[config.mk]
export PLATFORM = sky130hd
export DESIGN_NAME = etec_top
export DESIGN_NICKNAME = d
export VERILOG_FILES = /design/src/logic/etec_pkg.sv /design/src/logic/etec_top.sv
export VERILOG_INCLUDE_DIRS = /design/src /design/src/logic
export SDC_FILE = /design/constraint.sdc
export NUM_CORES = 1
export LEC_CHECK = 0
export ABC_AREA = 0
export BUFFER_PORTS_ARGS = -buffer_cell sky130_fd_sc_hd__buf_4
export CAP_MARGIN = 10
export CORE_UTILIZATION = 35
export DETAILED_ROUTE_END_ITERATION = 10
export SLEW_MARGIN = 20
export SYNTH_ARGS = -nofsm -noshare
export SYNTH_HDL_FRONTEND = slang
export SYNTH_SLANG_ARGS = --single-unit
[constraint.sdc]
create_clock -name mclk -period 9.48 [get_ports mclk]
set_input_delay 1.422 -clock mclk [delete_from_list [all_inputs] [get_ports mclk]]
set_output_delay 1.422 -clock mclk [all_outputs]
set_load 0.05 [all_outputs]
[src/logic/etec_consts.svh]
// Constant macros for the trigger and exposure controller
`ifndef ETEC_CONSTS_SVH
`define ETEC_CONSTS_SVH
`define ETEC_EXP_W          24
`define ETEC_EXP_RST        24'h0003E8
`define ETEC_PERIOD_RST     24'h002710
`define ETEC_READ_RST       24'h000800
`define ETEC_SYNC_STAGES    2
`endif

[src/logic/etec_pkg.sv]
// Types for the trigger and exposure controller
`default_nettype none
package etec_pkg;
   // Trigger mode select
   typedef enum logic [2:0] {
      ETEC_MODE_CONT      = 3'h0,
      ETEC_MODE_EDGE_RISE = 3'h1,
      ETEC_MODE_EDGE_FALL = 3'h2,
      ETEC_MODE_LVL_HIGH  = 3'h3,
      ETEC_MODE_LVL_LOW   = 3'h4
   } etec_mode_t;
   // Exposure state, Gray along idle-expose
   typedef enum logic [1:0] {
      ETEC_EXP_IDLE = 2'b00,
      ETEC_EXP_RUN  = 2'b01
   } etec_exp_state_t;
   // Lamp group
   typedef struct packed {
      logic power;
      logic expose;
      logic cool;
   } etec_lamps_t;
endpackage
`default_nettype wire

[src/logic/etec_top.sv]
// Trigger, exposure timing, sync outputs and indicator lamps
// --------------------------------------------------------------
// --------------------------------------------------------------
`include "etec_consts.svh"
`timescale 1ns/10ps
`default_nettype none
module etec_top
   import etec_pkg::*;
#(
   parameter int W = `ETEC_EXP_W
) (
   // Clock and reset
   input  wire logic          mclk,
   input  wire logic          reset,
   // Trigger pin, active low
   input  wire logic          trig_n,
   // Configuration
   input  wire etec_mode_t    mode,
   input  wire logic [W-1:0]  exp_cycles,
   input  wire logic [W-1:0]  period_cycles,
   input  wire logic [W-1:0]  read_cycles,
   input  wire logic          syncb_mask_sel,
   input  wire logic          power_on,
   input  wire logic          cooled_variant,
   input  wire logic          cool_en,
   // Outputs
   output logic               sync_a,
   output logic               sync_b,
   output etec_lamps_t        lamps
);
   // --------------------------------------------------------------
   // Trigger synchroniser
   // --------------------------------------------------------------
   logic s1_r, s2_r, s3_r, trig_act;
   // Inverted so that an asserted pin reads as one
   assign trig_act = ~trig_n;
   // Reset value zero equals a released pin, so no false edge at start
   always_ff @(posedge mclk) begin
      if (reset) begin
         s1_r <= 1'b0;
         s2_r <= 1'b0;
         s3_r <= 1'b0;
      end else begin
         s1_r <= trig_act;
         s2_r <= s1_r;
         s3_r <= s2_r;                            // Edge history only
      end
   end
   // First stage may settle late, so only s2_r and s3_r feed logic
   // Pin high level means trigger not asserted
   logic pin_high, pin_high_d, rise, fall;
   assign pin_high   = ~s2_r;
   assign pin_high_d = ~s3_r;
   assign rise = pin_high & ~pin_high_d;
   assign fall = ~pin_high & pin_high_d;

   // --------------------------------------------------------------
   // Exposure, period and readout timers
   // --------------------------------------------------------------
   etec_exp_state_t st_r, st_nxt;
   logic [W-1:0] ecnt_r, ecnt_nxt, pcnt_r, pcnt_nxt, rcnt_r, rcnt_nxt;
   logic         rd_r, rd_nxt, exp_end;
   always_comb begin
      st_nxt   = st_r;
      ecnt_nxt = ecnt_r;
      pcnt_nxt = pcnt_r;
      rcnt_nxt = rcnt_r;
      rd_nxt   = rd_r;
      exp_end  = 1'b0;
      // Continuous mode: free running period timer
      if (mode == ETEC_MODE_CONT)
         pcnt_nxt = (pcnt_r >= period_cycles - W'(1)) ? '0 : pcnt_r + W'(1);
      else
         pcnt_nxt = '0;
      unique case (st_r)
         ETEC_EXP_IDLE: begin
            ecnt_nxt = '0;
            // Start is not gated by readout, so frames overlap
            unique case (mode)
               ETEC_MODE_CONT:      if (pcnt_r == '0) st_nxt = ETEC_EXP_RUN;
               ETEC_MODE_EDGE_RISE: if (rise) st_nxt = ETEC_EXP_RUN;
               ETEC_MODE_EDGE_FALL: if (fall) st_nxt = ETEC_EXP_RUN;
               ETEC_MODE_LVL_HIGH:  if (pin_high) st_nxt = ETEC_EXP_RUN;
               ETEC_MODE_LVL_LOW:   if (!pin_high) st_nxt = ETEC_EXP_RUN;
               default:             st_nxt = ETEC_EXP_IDLE;
            endcase
         end
         ETEC_EXP_RUN: begin
            // An exp_cycles of zero would wrap the end compare; one is the minimum
            ecnt_nxt = ecnt_r + W'(1);
            unique case (mode)
               ETEC_MODE_LVL_HIGH: exp_end = ~pin_high;
               ETEC_MODE_LVL_LOW:  exp_end = pin_high;
               default:            exp_end = (ecnt_r >= exp_cycles - W'(1));
            endcase
            if (exp_end) st_nxt = ETEC_EXP_IDLE;
         end
         default: st_nxt = ETEC_EXP_IDLE;
      endcase
      // Readout length is a setting because the sensor is not modelled
      // Readout follows each exposure; a new end restarts it
      if (exp_end) begin
         rd_nxt   = 1'b1;
         rcnt_nxt = '0;
      end else if (rd_r) begin
         rcnt_nxt = rcnt_r + W'(1);
         if (rcnt_r >= read_cycles - W'(1)) rd_nxt = 1'b0;
      end
   end
   always_ff @(posedge mclk) begin
      if (reset) begin
         st_r   <= ETEC_EXP_IDLE;
         ecnt_r <= '0;
         pcnt_r <= '0;
         rcnt_r <= '0;
         rd_r   <= 1'b0;
      end else begin
         st_r   <= st_nxt;
         ecnt_r <= ecnt_nxt;
         pcnt_r <= pcnt_nxt;
         rcnt_r <= rcnt_nxt;
         rd_r   <= rd_nxt;
      end
   end

   // --------------------------------------------------------------
   // Output registers
   // --------------------------------------------------------------
   logic        exposing, mask, sync_b_nxt;
   etec_lamps_t lamps_nxt;
   assign exposing = (st_nxt == ETEC_EXP_RUN);
   // Mask: trigger would be ignored (busy exposing or not triggered)
   assign mask = exposing | (mode == ETEC_MODE_CONT);
   // Next values of the lamp and second sync registers
   always_comb begin
      lamps_nxt.power  = power_on;
      lamps_nxt.expose = exposing;
      lamps_nxt.cool   = cooled_variant & cool_en;
      sync_b_nxt       = syncb_mask_sel ? mask : exposing;
   end
   // Every output leaves a flop, so the pins never glitch
   always_ff @(posedge mclk) begin
      if (reset) begin
         sync_a <= 1'b0;
         sync_b <= 1'b0;
         lamps  <= '0;
      end else begin
         sync_a <= rd_nxt;
         sync_b <= sync_b_nxt;
         lamps  <= lamps_nxt;
      end
   end

   // --------------------------------------------------------------
   // Assertions
   // --------------------------------------------------------------
   a_lamp_expose: assert property (@(posedge mclk) disable iff (reset)
      lamps.expose == (st_r == ETEC_EXP_RUN))
      else $error("exposure lamp disagrees with state");
   a_power_lamp: assert property (@(posedge mclk) disable iff (reset)
      lamps.power == $past(power_on))
      else $error("power lamp wrong");
   a_cool_lamp: assert property (@(posedge mclk) disable iff (reset)
      lamps.cool |-> $past(cooled_variant) && $past(cool_en))
      else $error("cool lamp lit without cooling");
   a_edge_start: assert property (@(posedge mclk) disable iff (reset)
      (mode == ETEC_MODE_EDGE_RISE && st_r == ETEC_EXP_IDLE && rise) |=> lamps.expose)
      else $error("rising edge did not start exposure");
   a_level_high: assert property (@(posedge mclk) disable iff (reset)
      (mode == ETEC_MODE_LVL_HIGH && $stable(mode)) |=> (lamps.expose == $past(pin_high)))
      else $error("level high exposure mismatch");
   a_level_low: assert property (@(posedge mclk) disable iff (reset)
      (mode == ETEC_MODE_LVL_LOW && $stable(mode)) |=> (lamps.expose == !$past(pin_high)))
      else $error("level low exposure mismatch");
   a_readout_sync: assert property (@(posedge mclk) disable iff (reset)
      (st_r == ETEC_EXP_RUN && exp_end) |=> sync_a)
      else $error("readout sync missing after exposure");
   a_syncb_mode: assert property (@(posedge mclk) disable iff (reset)
      !$past(syncb_mask_sel) |-> sync_b == lamps.expose)
      else $error("second sync not showing exposure");
   a_overlap_ok: assert property (@(posedge mclk) disable iff (reset)
      (mode == ETEC_MODE_EDGE_FALL && st_r == ETEC_EXP_IDLE && fall && rd_r) |=> lamps.expose)
      else $error("edge refused during readout");
   a_cont_mask: assert property (@(posedge mclk) disable iff (reset)
      ($past(syncb_mask_sel) && $past(mode) == ETEC_MODE_CONT) |-> sync_b)
      else $error("second sync not masking in continuous mode");
   a_sync_depth: assert property (@(posedge mclk) disable iff (reset)
      (!$past(reset) && !$past(reset, 2)) |-> (s2_r == !$past(trig_n, 2)))
      else $error("trigger synchroniser depth wrong");
   a_cont_ignore: assert property (@(posedge mclk) disable iff (reset)
      (mode == ETEC_MODE_CONT && st_r == ETEC_EXP_IDLE && pcnt_r != '0) |=> !lamps.expose)
      else $error("continuous exposure started off the period timer");
   a_exp_hold: assert property (@(posedge mclk) disable iff (reset)
      (st_r == ETEC_EXP_RUN && (mode == ETEC_MODE_EDGE_RISE || mode == ETEC_MODE_EDGE_FALL)
         && ecnt_r < exp_cycles - W'(1)) |=> lamps.expose)
      else $error("timed exposure ended early");
   a_exp_stop: assert property (@(posedge mclk) disable iff (reset)
      (st_r == ETEC_EXP_RUN && (mode == ETEC_MODE_EDGE_RISE || mode == ETEC_MODE_EDGE_FALL)
         && ecnt_r == exp_cycles - W'(1)) |=> (!lamps.expose && sync_a))
      else $error("timed exposure did not end on count");
   a_readout_hold: assert property (@(posedge mclk) disable iff (reset)
      (rd_r && !exp_end && rcnt_r < read_cycles - W'(1)) |=> sync_a)
      else $error("readout sync dropped early");
   a_bad_mode_idle: assert property (@(posedge mclk) disable iff (reset)
      (mode > ETEC_MODE_LVL_LOW && st_r == ETEC_EXP_IDLE) |=> !lamps.expose)
      else $error("exposure started in an unused mode");
endmodule
`default_nettype wire

After elaboration in Yosys (flattened, before gate mapping)
Cells that the tools add are included.

cells by class
  reduce and logical (&&, ||, !) cells = 6
  muxes and demuxes = 16
  add/subtract/negate cells = 6
  order comparisons = 3
  equality and inequality tests = 6
  bitwise operators = 8

operator list
  operator                                              number
  adder 24 x 1 -> 24 bit (second input constant)        3
  >= comparator 24 bit                                  3
  subtractor 24 x 1 -> 24 bit (second input constant)   3
  one-hot mux 24 bit (2 select lines)                   1
  zero test 24 bit                                      1
  2-to-1 mux 2 bit                                      6
  one-hot mux 2 bit (5 select lines)                    1
  equality test 3 x 2 -> 1 bit (second input constant)  2
  2-to-1 mux 1 bit                                      6
  equality test 2 x 1 -> 1 bit (second input constant)  2
  NOT 1 bit                                             4
  one-hot mux 2 bit (2 select lines)                    1
  bitwise AND 1 bit                                     3
  equality test 3 x 1 -> 1 bit (second input constant)  1
  equality test 3 bit (second input constant)           1
  zero test 3 bit                                       1
  OR reduction 3 bit                                    1
  zero test 2 bit                                       1
  one-hot mux 1 bit (2 select lines)                    1
  nonzero test 2 bit                                    1
  OR reduction 2 bit                                    1
  OR 1 bit                                              1

word-level totals
  input bits = 82
  output and inout port bits = 5
  word-level logic and storage cells = 57
  bits in registers = 82

Logic depth before layout (Yosys ltp)
Gate-level depths: netlist (run 1).

  depth after elaboration = 9
  mapped depth = 16
  gate-level depth less buffers = 14

Worst setup path after synthesis (run 1)
OpenSTA, ideal clock, no wires.

  path type = input to register
  start = input exp_cycles[3]
  end = register rcnt_r[13]
  data required time = 9.352 ns
  setup time = 0.128 ns
  arrival = 4.719 ns
  setup slack = 4.633 ns
  buffers on the path = 1
  stages on the path = 14
  cell sequence = or3_1 -> or3b_1 -> nor3_2 -> nand2_1 -> nor4_1 -> xnor2_1 -> ha_1 -> nand4_1 -> or3_1 -> nor4_1 -> a31oi_1 -> o21ai_1 -> clkbuf_1 -> nor2_1

between the ends
  cells in the longest elaborated chain, start to end = 6

ends and longest elaborated chain
  item                                 RTL line         source
  start, declared                      etec_top.sv:19   input wire logic [W-1:0] exp_cycles,
  subtractor 24 x 1 -> 24 bit          etec_top.sv:94   default: exp_end = (ecnt_r >= exp_cycles - W'(1));
  >= comparator 24 bit                 etec_top.sv:94
  one-hot mux 1 bit (2 select lines)   etec_top.sv:91   unique case (mode)
  2-to-1 mux 1 bit (2 in series)       etec_top.sv:75   unique case (st_r)
  OR reduction 2 bit (no source line)  n/a
  end signal, assigned                 etec_top.sv:121  rcnt_r <= rcnt_nxt;
  end, declared                        etec_top.sv:61   logic [W-1:0] ecnt_r, ecnt_nxt, pcnt_r, pcnt_nxt, rcnt_r, rcnt_nxt;

Every way passes these cells. The select of a mux whose other input is x is not followed.
A chain may end at the register's enable or synchronous reset.

Worst setup path after layout (run 1)
  start = input exp_cycles[3]
  end = register rcnt_r[8]

The elaborated chain is that of the path after synthesis.

==> flow_summary.json, run 1 <==
{
  "period_share_pct": 53.0,
  "fp.dieH_um": 135,
  "io_pins": 87,
  "min-delay-start": "s1_r",
  "cts_sinks": 82,
  "ir_drop_v": 0.000117,
  "syn_area_um2": 6200,
  "syn_inst": 759,
  "cts_htree_levels": 3,
  "numCtsBuffers": 9,
  "finalNetCount": 1006,
  "p_leak_uw": 0.00285,
  "status": "finished clean",
  "worst_pin_slew_ns": 0.942,
  "wl_per_cell_um": 12.9,
  "drive_gt1_share_pct": 13.6,
  "grt_overflow": 0,
  "hold_class": "register to register",
  "powerDensity_nw_per_um2": 111,
  "multiInputGateArea_um2": 4440,
  "cp_data_required_time_ns": 9.70,
  "ys_types": 56,
  "maxSlewHeadroom_pct": 36.6,
  "synth_edf_count": 0,
  "yosysWarnings": 0,
  "grt_pass1_wl_mm": 23.7,
  "r2r-start": "pcnt_r[7]",
  "grt_max_degree": 25,
  "slew_violations": 0,
  "path_clk_slew_ns": 0.06,
  "clk_latency_ns": 0.34,
  "diodes": 0,
  "drv_cap": 0,
  "final.min_clock_period_ns": 5.02,
  "tritoncts": "yes",
  "cp-end-kind": "register",
  "synth_nets": 920,
  "cts_setup_buffers": 0,
  "seqCellArea_um2": 1640,
  "antenna_found_initial": 0,
  "min_to": "s2_r",
  "criticalPathCategory": "input port to register",
  "ys_seq_area_share_pct": 26.5,
  "skew_ns": 0.00751,
  "core.rowCount": 48,
  "min_path_cells": 1,
  "timing.hold.ws_ns": 0.454,
  "wl_mm": 13.9,
  "r2r_cells": 7,
  "setup_viol": 0,
  "critPathArrivalTime_ns": 5.24,
  "rrSetupSlack_ns": 6.92,
  "routed-via-count": 5394,
  "grt_pass1_vias": 5080,
  "maxClockFrequency_mhz": 199,
  "gr-usage-all-layers_pct": 16.1,
  "synth_seq_cells": 82,
  "antenna_left": 0,
  "hold_violations": 0,
  "place.gp.congestion": 0.787,
  "initial_core_util_pct": 35.9,
  "final_util_pct": 42.9,
  "final_cell_mix": "120 x nor2_1, 88 x buf_4, 82 x dfxtp_1",
  "final_common_cell": "nor2_1",
  "cp_max_fo": 24,
  "timing.rr.end": "pcnt_r[21]",
  "cts_buffer_depth": 2,
  "core_um2": 17300,
  "drt_pass1_iterations": 4,
  "area_delta_synth_final_pct": 19.6,
  "place_hpwl_mm": 11.0,
  "die_x_um": 135,
  "synth-async-reset-ratio_pct": 0,
  "cp-start-kind": "input port",
  "synth_area_per_cell_um2": 8.17,
  "drc": 0,
  "via_per_inst": 5.02,
  "die_area_um2": 18300,
  "cts_resized": 0,
  "finalSetupTns_ns": 0,
  "hold_buffers": 0,
  "num-fill-cells": 1800,
  "synth-main-ff-cell": "dfxtp_1",
  "io_buffers": 86,
  "rsz0062_at_grt": "false",
  "drtIter0Drc": 236,
  "root_buffer": "clkbuf_16"
}
power by group:
group	switching, µW	internal [µW]
clock network	146	232
logic	49.6	49.3
registers	2.07	347
worst max-delay path, stage by stage:
cell,delay (ns)
buf_4,0.12
or3_1,0.39
or3b_1,0.48
nor3_2,0.34
nand2_1,0.15
nor4_1,0.27
xnor2_1,0.12
ha_1,0.29
nand4_1,0.12
or3_1,0.43
nor4_1,0.46
a31oi_1,0.15
o21ai_1,0.11
buf_4,0.30
nor2_1,0.09
how the worst max path moves through the flow:
| stage | startpoint | endpoint | slack, ns | depth (start not counted) |
|---|---|---|---|---|
| 2_1_floorplan | exp_cycles[3] | rcnt_r[13] | 4.63 | 14 |
| 3_3_place_gp | exp_cycles[3] | rcnt_r[19] | 4.11 | 15 |
| 3_5_place_dp | exp_cycles[3] | rcnt_r[20] | 4.07 | 15 |
| 4_1_cts | exp_cycles[3] | rcnt_r[20] | 4.42 | 15 |
| 5_1_grt | exp_cycles[3] | rcnt_r[7] | 4.15 | 15 |
| 6_report | exp_cycles[3] | rcnt_r[8] | 4.46 | 15 |
cells by family (layout without fill, tap and decap cells):
kind of cell | count (synthesis) | count (layout) | share of synthesized area (%)
and+or+nand+nor | 351 | 351 | 28.8
xor gates and xnor gates | 127 | 127 | 17.9
AOI/OAI and AO/OA | 85 | 85 | 8.64
DFF | 82 | 82 | 26.5
adders and majority gates | 79 | 79 | 15.9
buffers and inverters | 33 | 124 | 2.00
other | 1 | 1 | 0.0605
muxes | 1 | 1 | 0.161
flip-flops by register name (all words and copies together), names as in the netlist:
name	flops
s3_r	1
sync_a	1
st_r	2
s1_r	1
rcnt_r	24
s2_r	1
lamps	3
pcnt_r	24
ecnt_r	24
sync_b	1
cell usage after synthesis, types with 16 or more instances:
master | n | area, µm²
xor2_1 | 57 | 499
a21oi_1 | 28 | 140
xnor2_1 | 70 | 613
inv_1 | 20 | 75.1
o21ai_0 | 18 | 90.1
nand4_1 | 26 | 163
dfxtp_1 | 82 | 1640
ha_1 | 79 | 988
nor4_1 | 19 | 119
nand2_1 | 60 | 225
nor2_1 | 120 | 450
or3_1 | 16 | 100
nand3_1 | 24 | 120
nor3_1 | 26 | 130
final cells by class:
cell class,instances,area share [%]
inverters,20,1.01
multi-input cells,644,59.9
flip-flops and latches,82,22.1
repair buffers,88,8.91
clock buffers,10,3.09
well taps,225,3.79
clock inverters,6,1.21
metrics by stage:
| stage | power (µW) | cells | setup slack, ns | instance area (µm²) |
|---|---|---|---|---|
| floorplan | 406 | 759 | 4.63 | 6200 |
| global placement | 456 | 1059 | 4.11 | 7100 |
| detailed placement | 457 | 1059 | 4.07 | 7100 |
| CTS | 838 | 1075 | 4.42 | 7420 |
| global route | 863 | 1075 | 4.15 | 7420 |
| finish | 826 | 1075 | 4.46 | 7420 |
layer usage:
layer | up-vias | GRT usage, % | share of wire, %
met5 | - | 0 | 0
met4 | 0 | 3.50 | 0.83
met3 | 8 | 3.60 | 4.1
met2 | 76 | 26.1 | 46
met1 | 2435 | 21.7 | 49
li1 | 2875 | - | -
Power figures use the tool's default switching activity.
==> inputs of run 2 (changes only) <==
==> constraint.sdc (replaced) <==
create_clock -name mclk -period 4.45 [get_ports mclk]
set_input_delay 0.6675 -clock mclk [delete_from_list [all_inputs] [get_ports mclk]]
set_output_delay 0.6675 -clock mclk [all_outputs]
set_load 0.05 [all_outputs]
==> run 2 against run 1 <==
Effect of this change: combinational power rose by 120%; clock power rose by 97%; die area did not move; cell count rose by 0.19%; sequential share of layout area barely moved; non-clock buffer count rose by 3; clock-buffer cell count rose by 1; wire length rose by 0.89%; first-iteration DRC count rose by 23%; clock skew fell by 0.0023 ns; critical path type unchanged.
==> flow_summary.json, run 2 (synthesized netlist as in run 1, its figures left out) <==
{
  "status": "finished clean",
  "grt_max_degree": 25,
  "final_common_cell": "nor2_1",
  "antenna_left": 0,
  "ir_drop_v": 0.000136,
  "cts_resized": 0,
  "hold_violations": 0,
  "seq_power_share_pct": 43.6,
  "clk_latency_ns": 0.34,
  "io_pins": 87,
  "design_area_um2": 7430,
  "die_area_um2": 18300,
  "worst_pin_slew_ns": 0.894,
  "maxSlewHeadroom_pct": 39.8,
  "top_regs": "ecnt_r: 24 flops, pcnt_r: 24 flops, rcnt_r: 24 flops",
  "path_clk_slew_ns": 0.06,
  "p_int_uw": 1290,
  "hold_buffers": 0,
  "drc": 0,
  "critPathArrivalTime_ns": 4.28,
  "drive_gt1_share_pct": 13.8,
  "timing.hold.ws_ns": 0.457,
  "criticalPathCategory": "input port to register",
  "p_sw_uw": 412,
  "final_cell_mix": "120 x nor2_1, 90 x buf_4, 82 x dfxtp_1",
  "drt_pass1_iterations": 5,
  "drtIter0Drc": 290,
  "power_uw": 1700,
  "period_share_pct": 91.0,
  "dp_slack_ns": 0.0389,
  "place_area_um2": 7130,
  "cts_buffer_depth": 2,
  "grt_overflow": 0,
  "crit_buf_inv": 2,
  "tritoncts": "yes",
  "swShare_pct": 24.2,
  "crit_chain": "buf_4, or3_1, or3b_1, nor3_2, nand2_1, nor4_1, xnor2_1, ha_1, nand4_1, or3_1, nor4_1, a31oi_1, o21ai_1, buf_12, nor2_1",
  "diodes": 0,
  "gr-usage-all-layers_pct": 16.0,
  "grt_pass1_wl_mm": 23.6,
  "fp.dieH_um": 135,
  "skew_ns": 0.00524,
  "core.rowCount": 48,
  "initial_core_util_pct": 35.9,
  "area_delta_synth_final_pct": 19.8,
  "wl_mm": 14.0,
  "maxClockFrequency_mhz": 247,
  "cp-end-kind": "register",
  "place.gp.congestion": 0.856,
  "via_per_inst": 5.05,
  "io_buffers": 86,
  "power.share.combinational_pct": 12.6,
  "core_um2": 17300,
  "cpPeakStageDelay_ns": 0.44,
  "cp_data_required_time_ns": 4.68,
  "cp-start-kind": "input port",
  "slew_violations": 0,
  "drv_cap": 0,
  "finalNetCount": 1009,
  "rsz0062_at_grt": "false",
  "final.min_clock_period_ns": 4.05,
  "cp_top_family": "simple AND/OR/NAND/NOR gates",
  "place_hpwl_mm": 11.2,
  "crit_path_top_delay_cell": "or3b_1",
  "p_leak_uw": 0.00285,
  "root_buffer": "clkbuf_16",
  "finalSetupTns_ns": 0,
  "setup_viol": 0,
  "cp_max_fo": 24,
  "cts_sinks": 82,
  "wl_per_cell_um": 13.0,
  "setup_slack_ns": 0.400,
  "hold_class": "register to register",
  "cts_setup_buffers": 0,
  "clockPowerShare_pct": 43.8,
  "cts_htree_levels": 3,
  "antenna_found_initial": 0,
  "grt_pass1_vias": 5102,
  "die_x_um": 135,
  "routed-via-count": 5439,
  "num-fill-cells": 1749,
  "powerDensity_nw_per_um2": 229,
  "numCtsBuffers": 9
}
run 2: final timing paths:
check | from | endpoint | slack, ns | cells past startpoint
setup / recovery | exp_cycles[3] | rcnt_r[18] | 0.40 | 15
hold / removal | s1_r | s2_r | 0.46 | 1
setup reg to reg | ecnt_r[21] | rcnt_r[18] | 2.19 | 8
hold reg to reg | s1_r | s2_r | 0.46 | 1
run 2: layout make-up:
cell class	count	area (µm²)	share of cell area (%)
Clock buffer	11	243	3.27
Clock inverter	4	52.6	0.707
Inverter	20	75.1	1.01
Multi-Input combinational cell	644	4440	59.8
Sequential cell	82	1640	22.1
Tap cell	225	282	3.79
Timing Repair Buffer	91	696	9.36
run 2: power groups by stage:
stage               logic, µW  registers, µW  clock network (µW)
global placement          214            760                   0
CTS                       217            743                 766
finish                    215            744                 746
detailed placement        216            760                   0
floorplan                99.7            764                   0
global route              241            744                 799
run 2: routing by layer:
layer | up-vias | part of all wire [%] | wire [µm] | track usage, %
met4 | 0 | 0.99 | 139 | 3.31
met3 | 13 | 4.0 | 568 | 3.60
li1 | 2873 | - | - | -
met2 | 105 | 47 | 6540 | 27.8
met5 | - | 0 | 0 | 0
met1 | 2448 | 48 | 6780 | 20.2
run 2: metrics by stage:
stage               utilization, %  instances
floorplan                        -        759
global placement              41.2       1062
detailed placement            41.2       1062
CTS                           43.0       1077
global route                  43.0       1077
finish                        43.0       1077
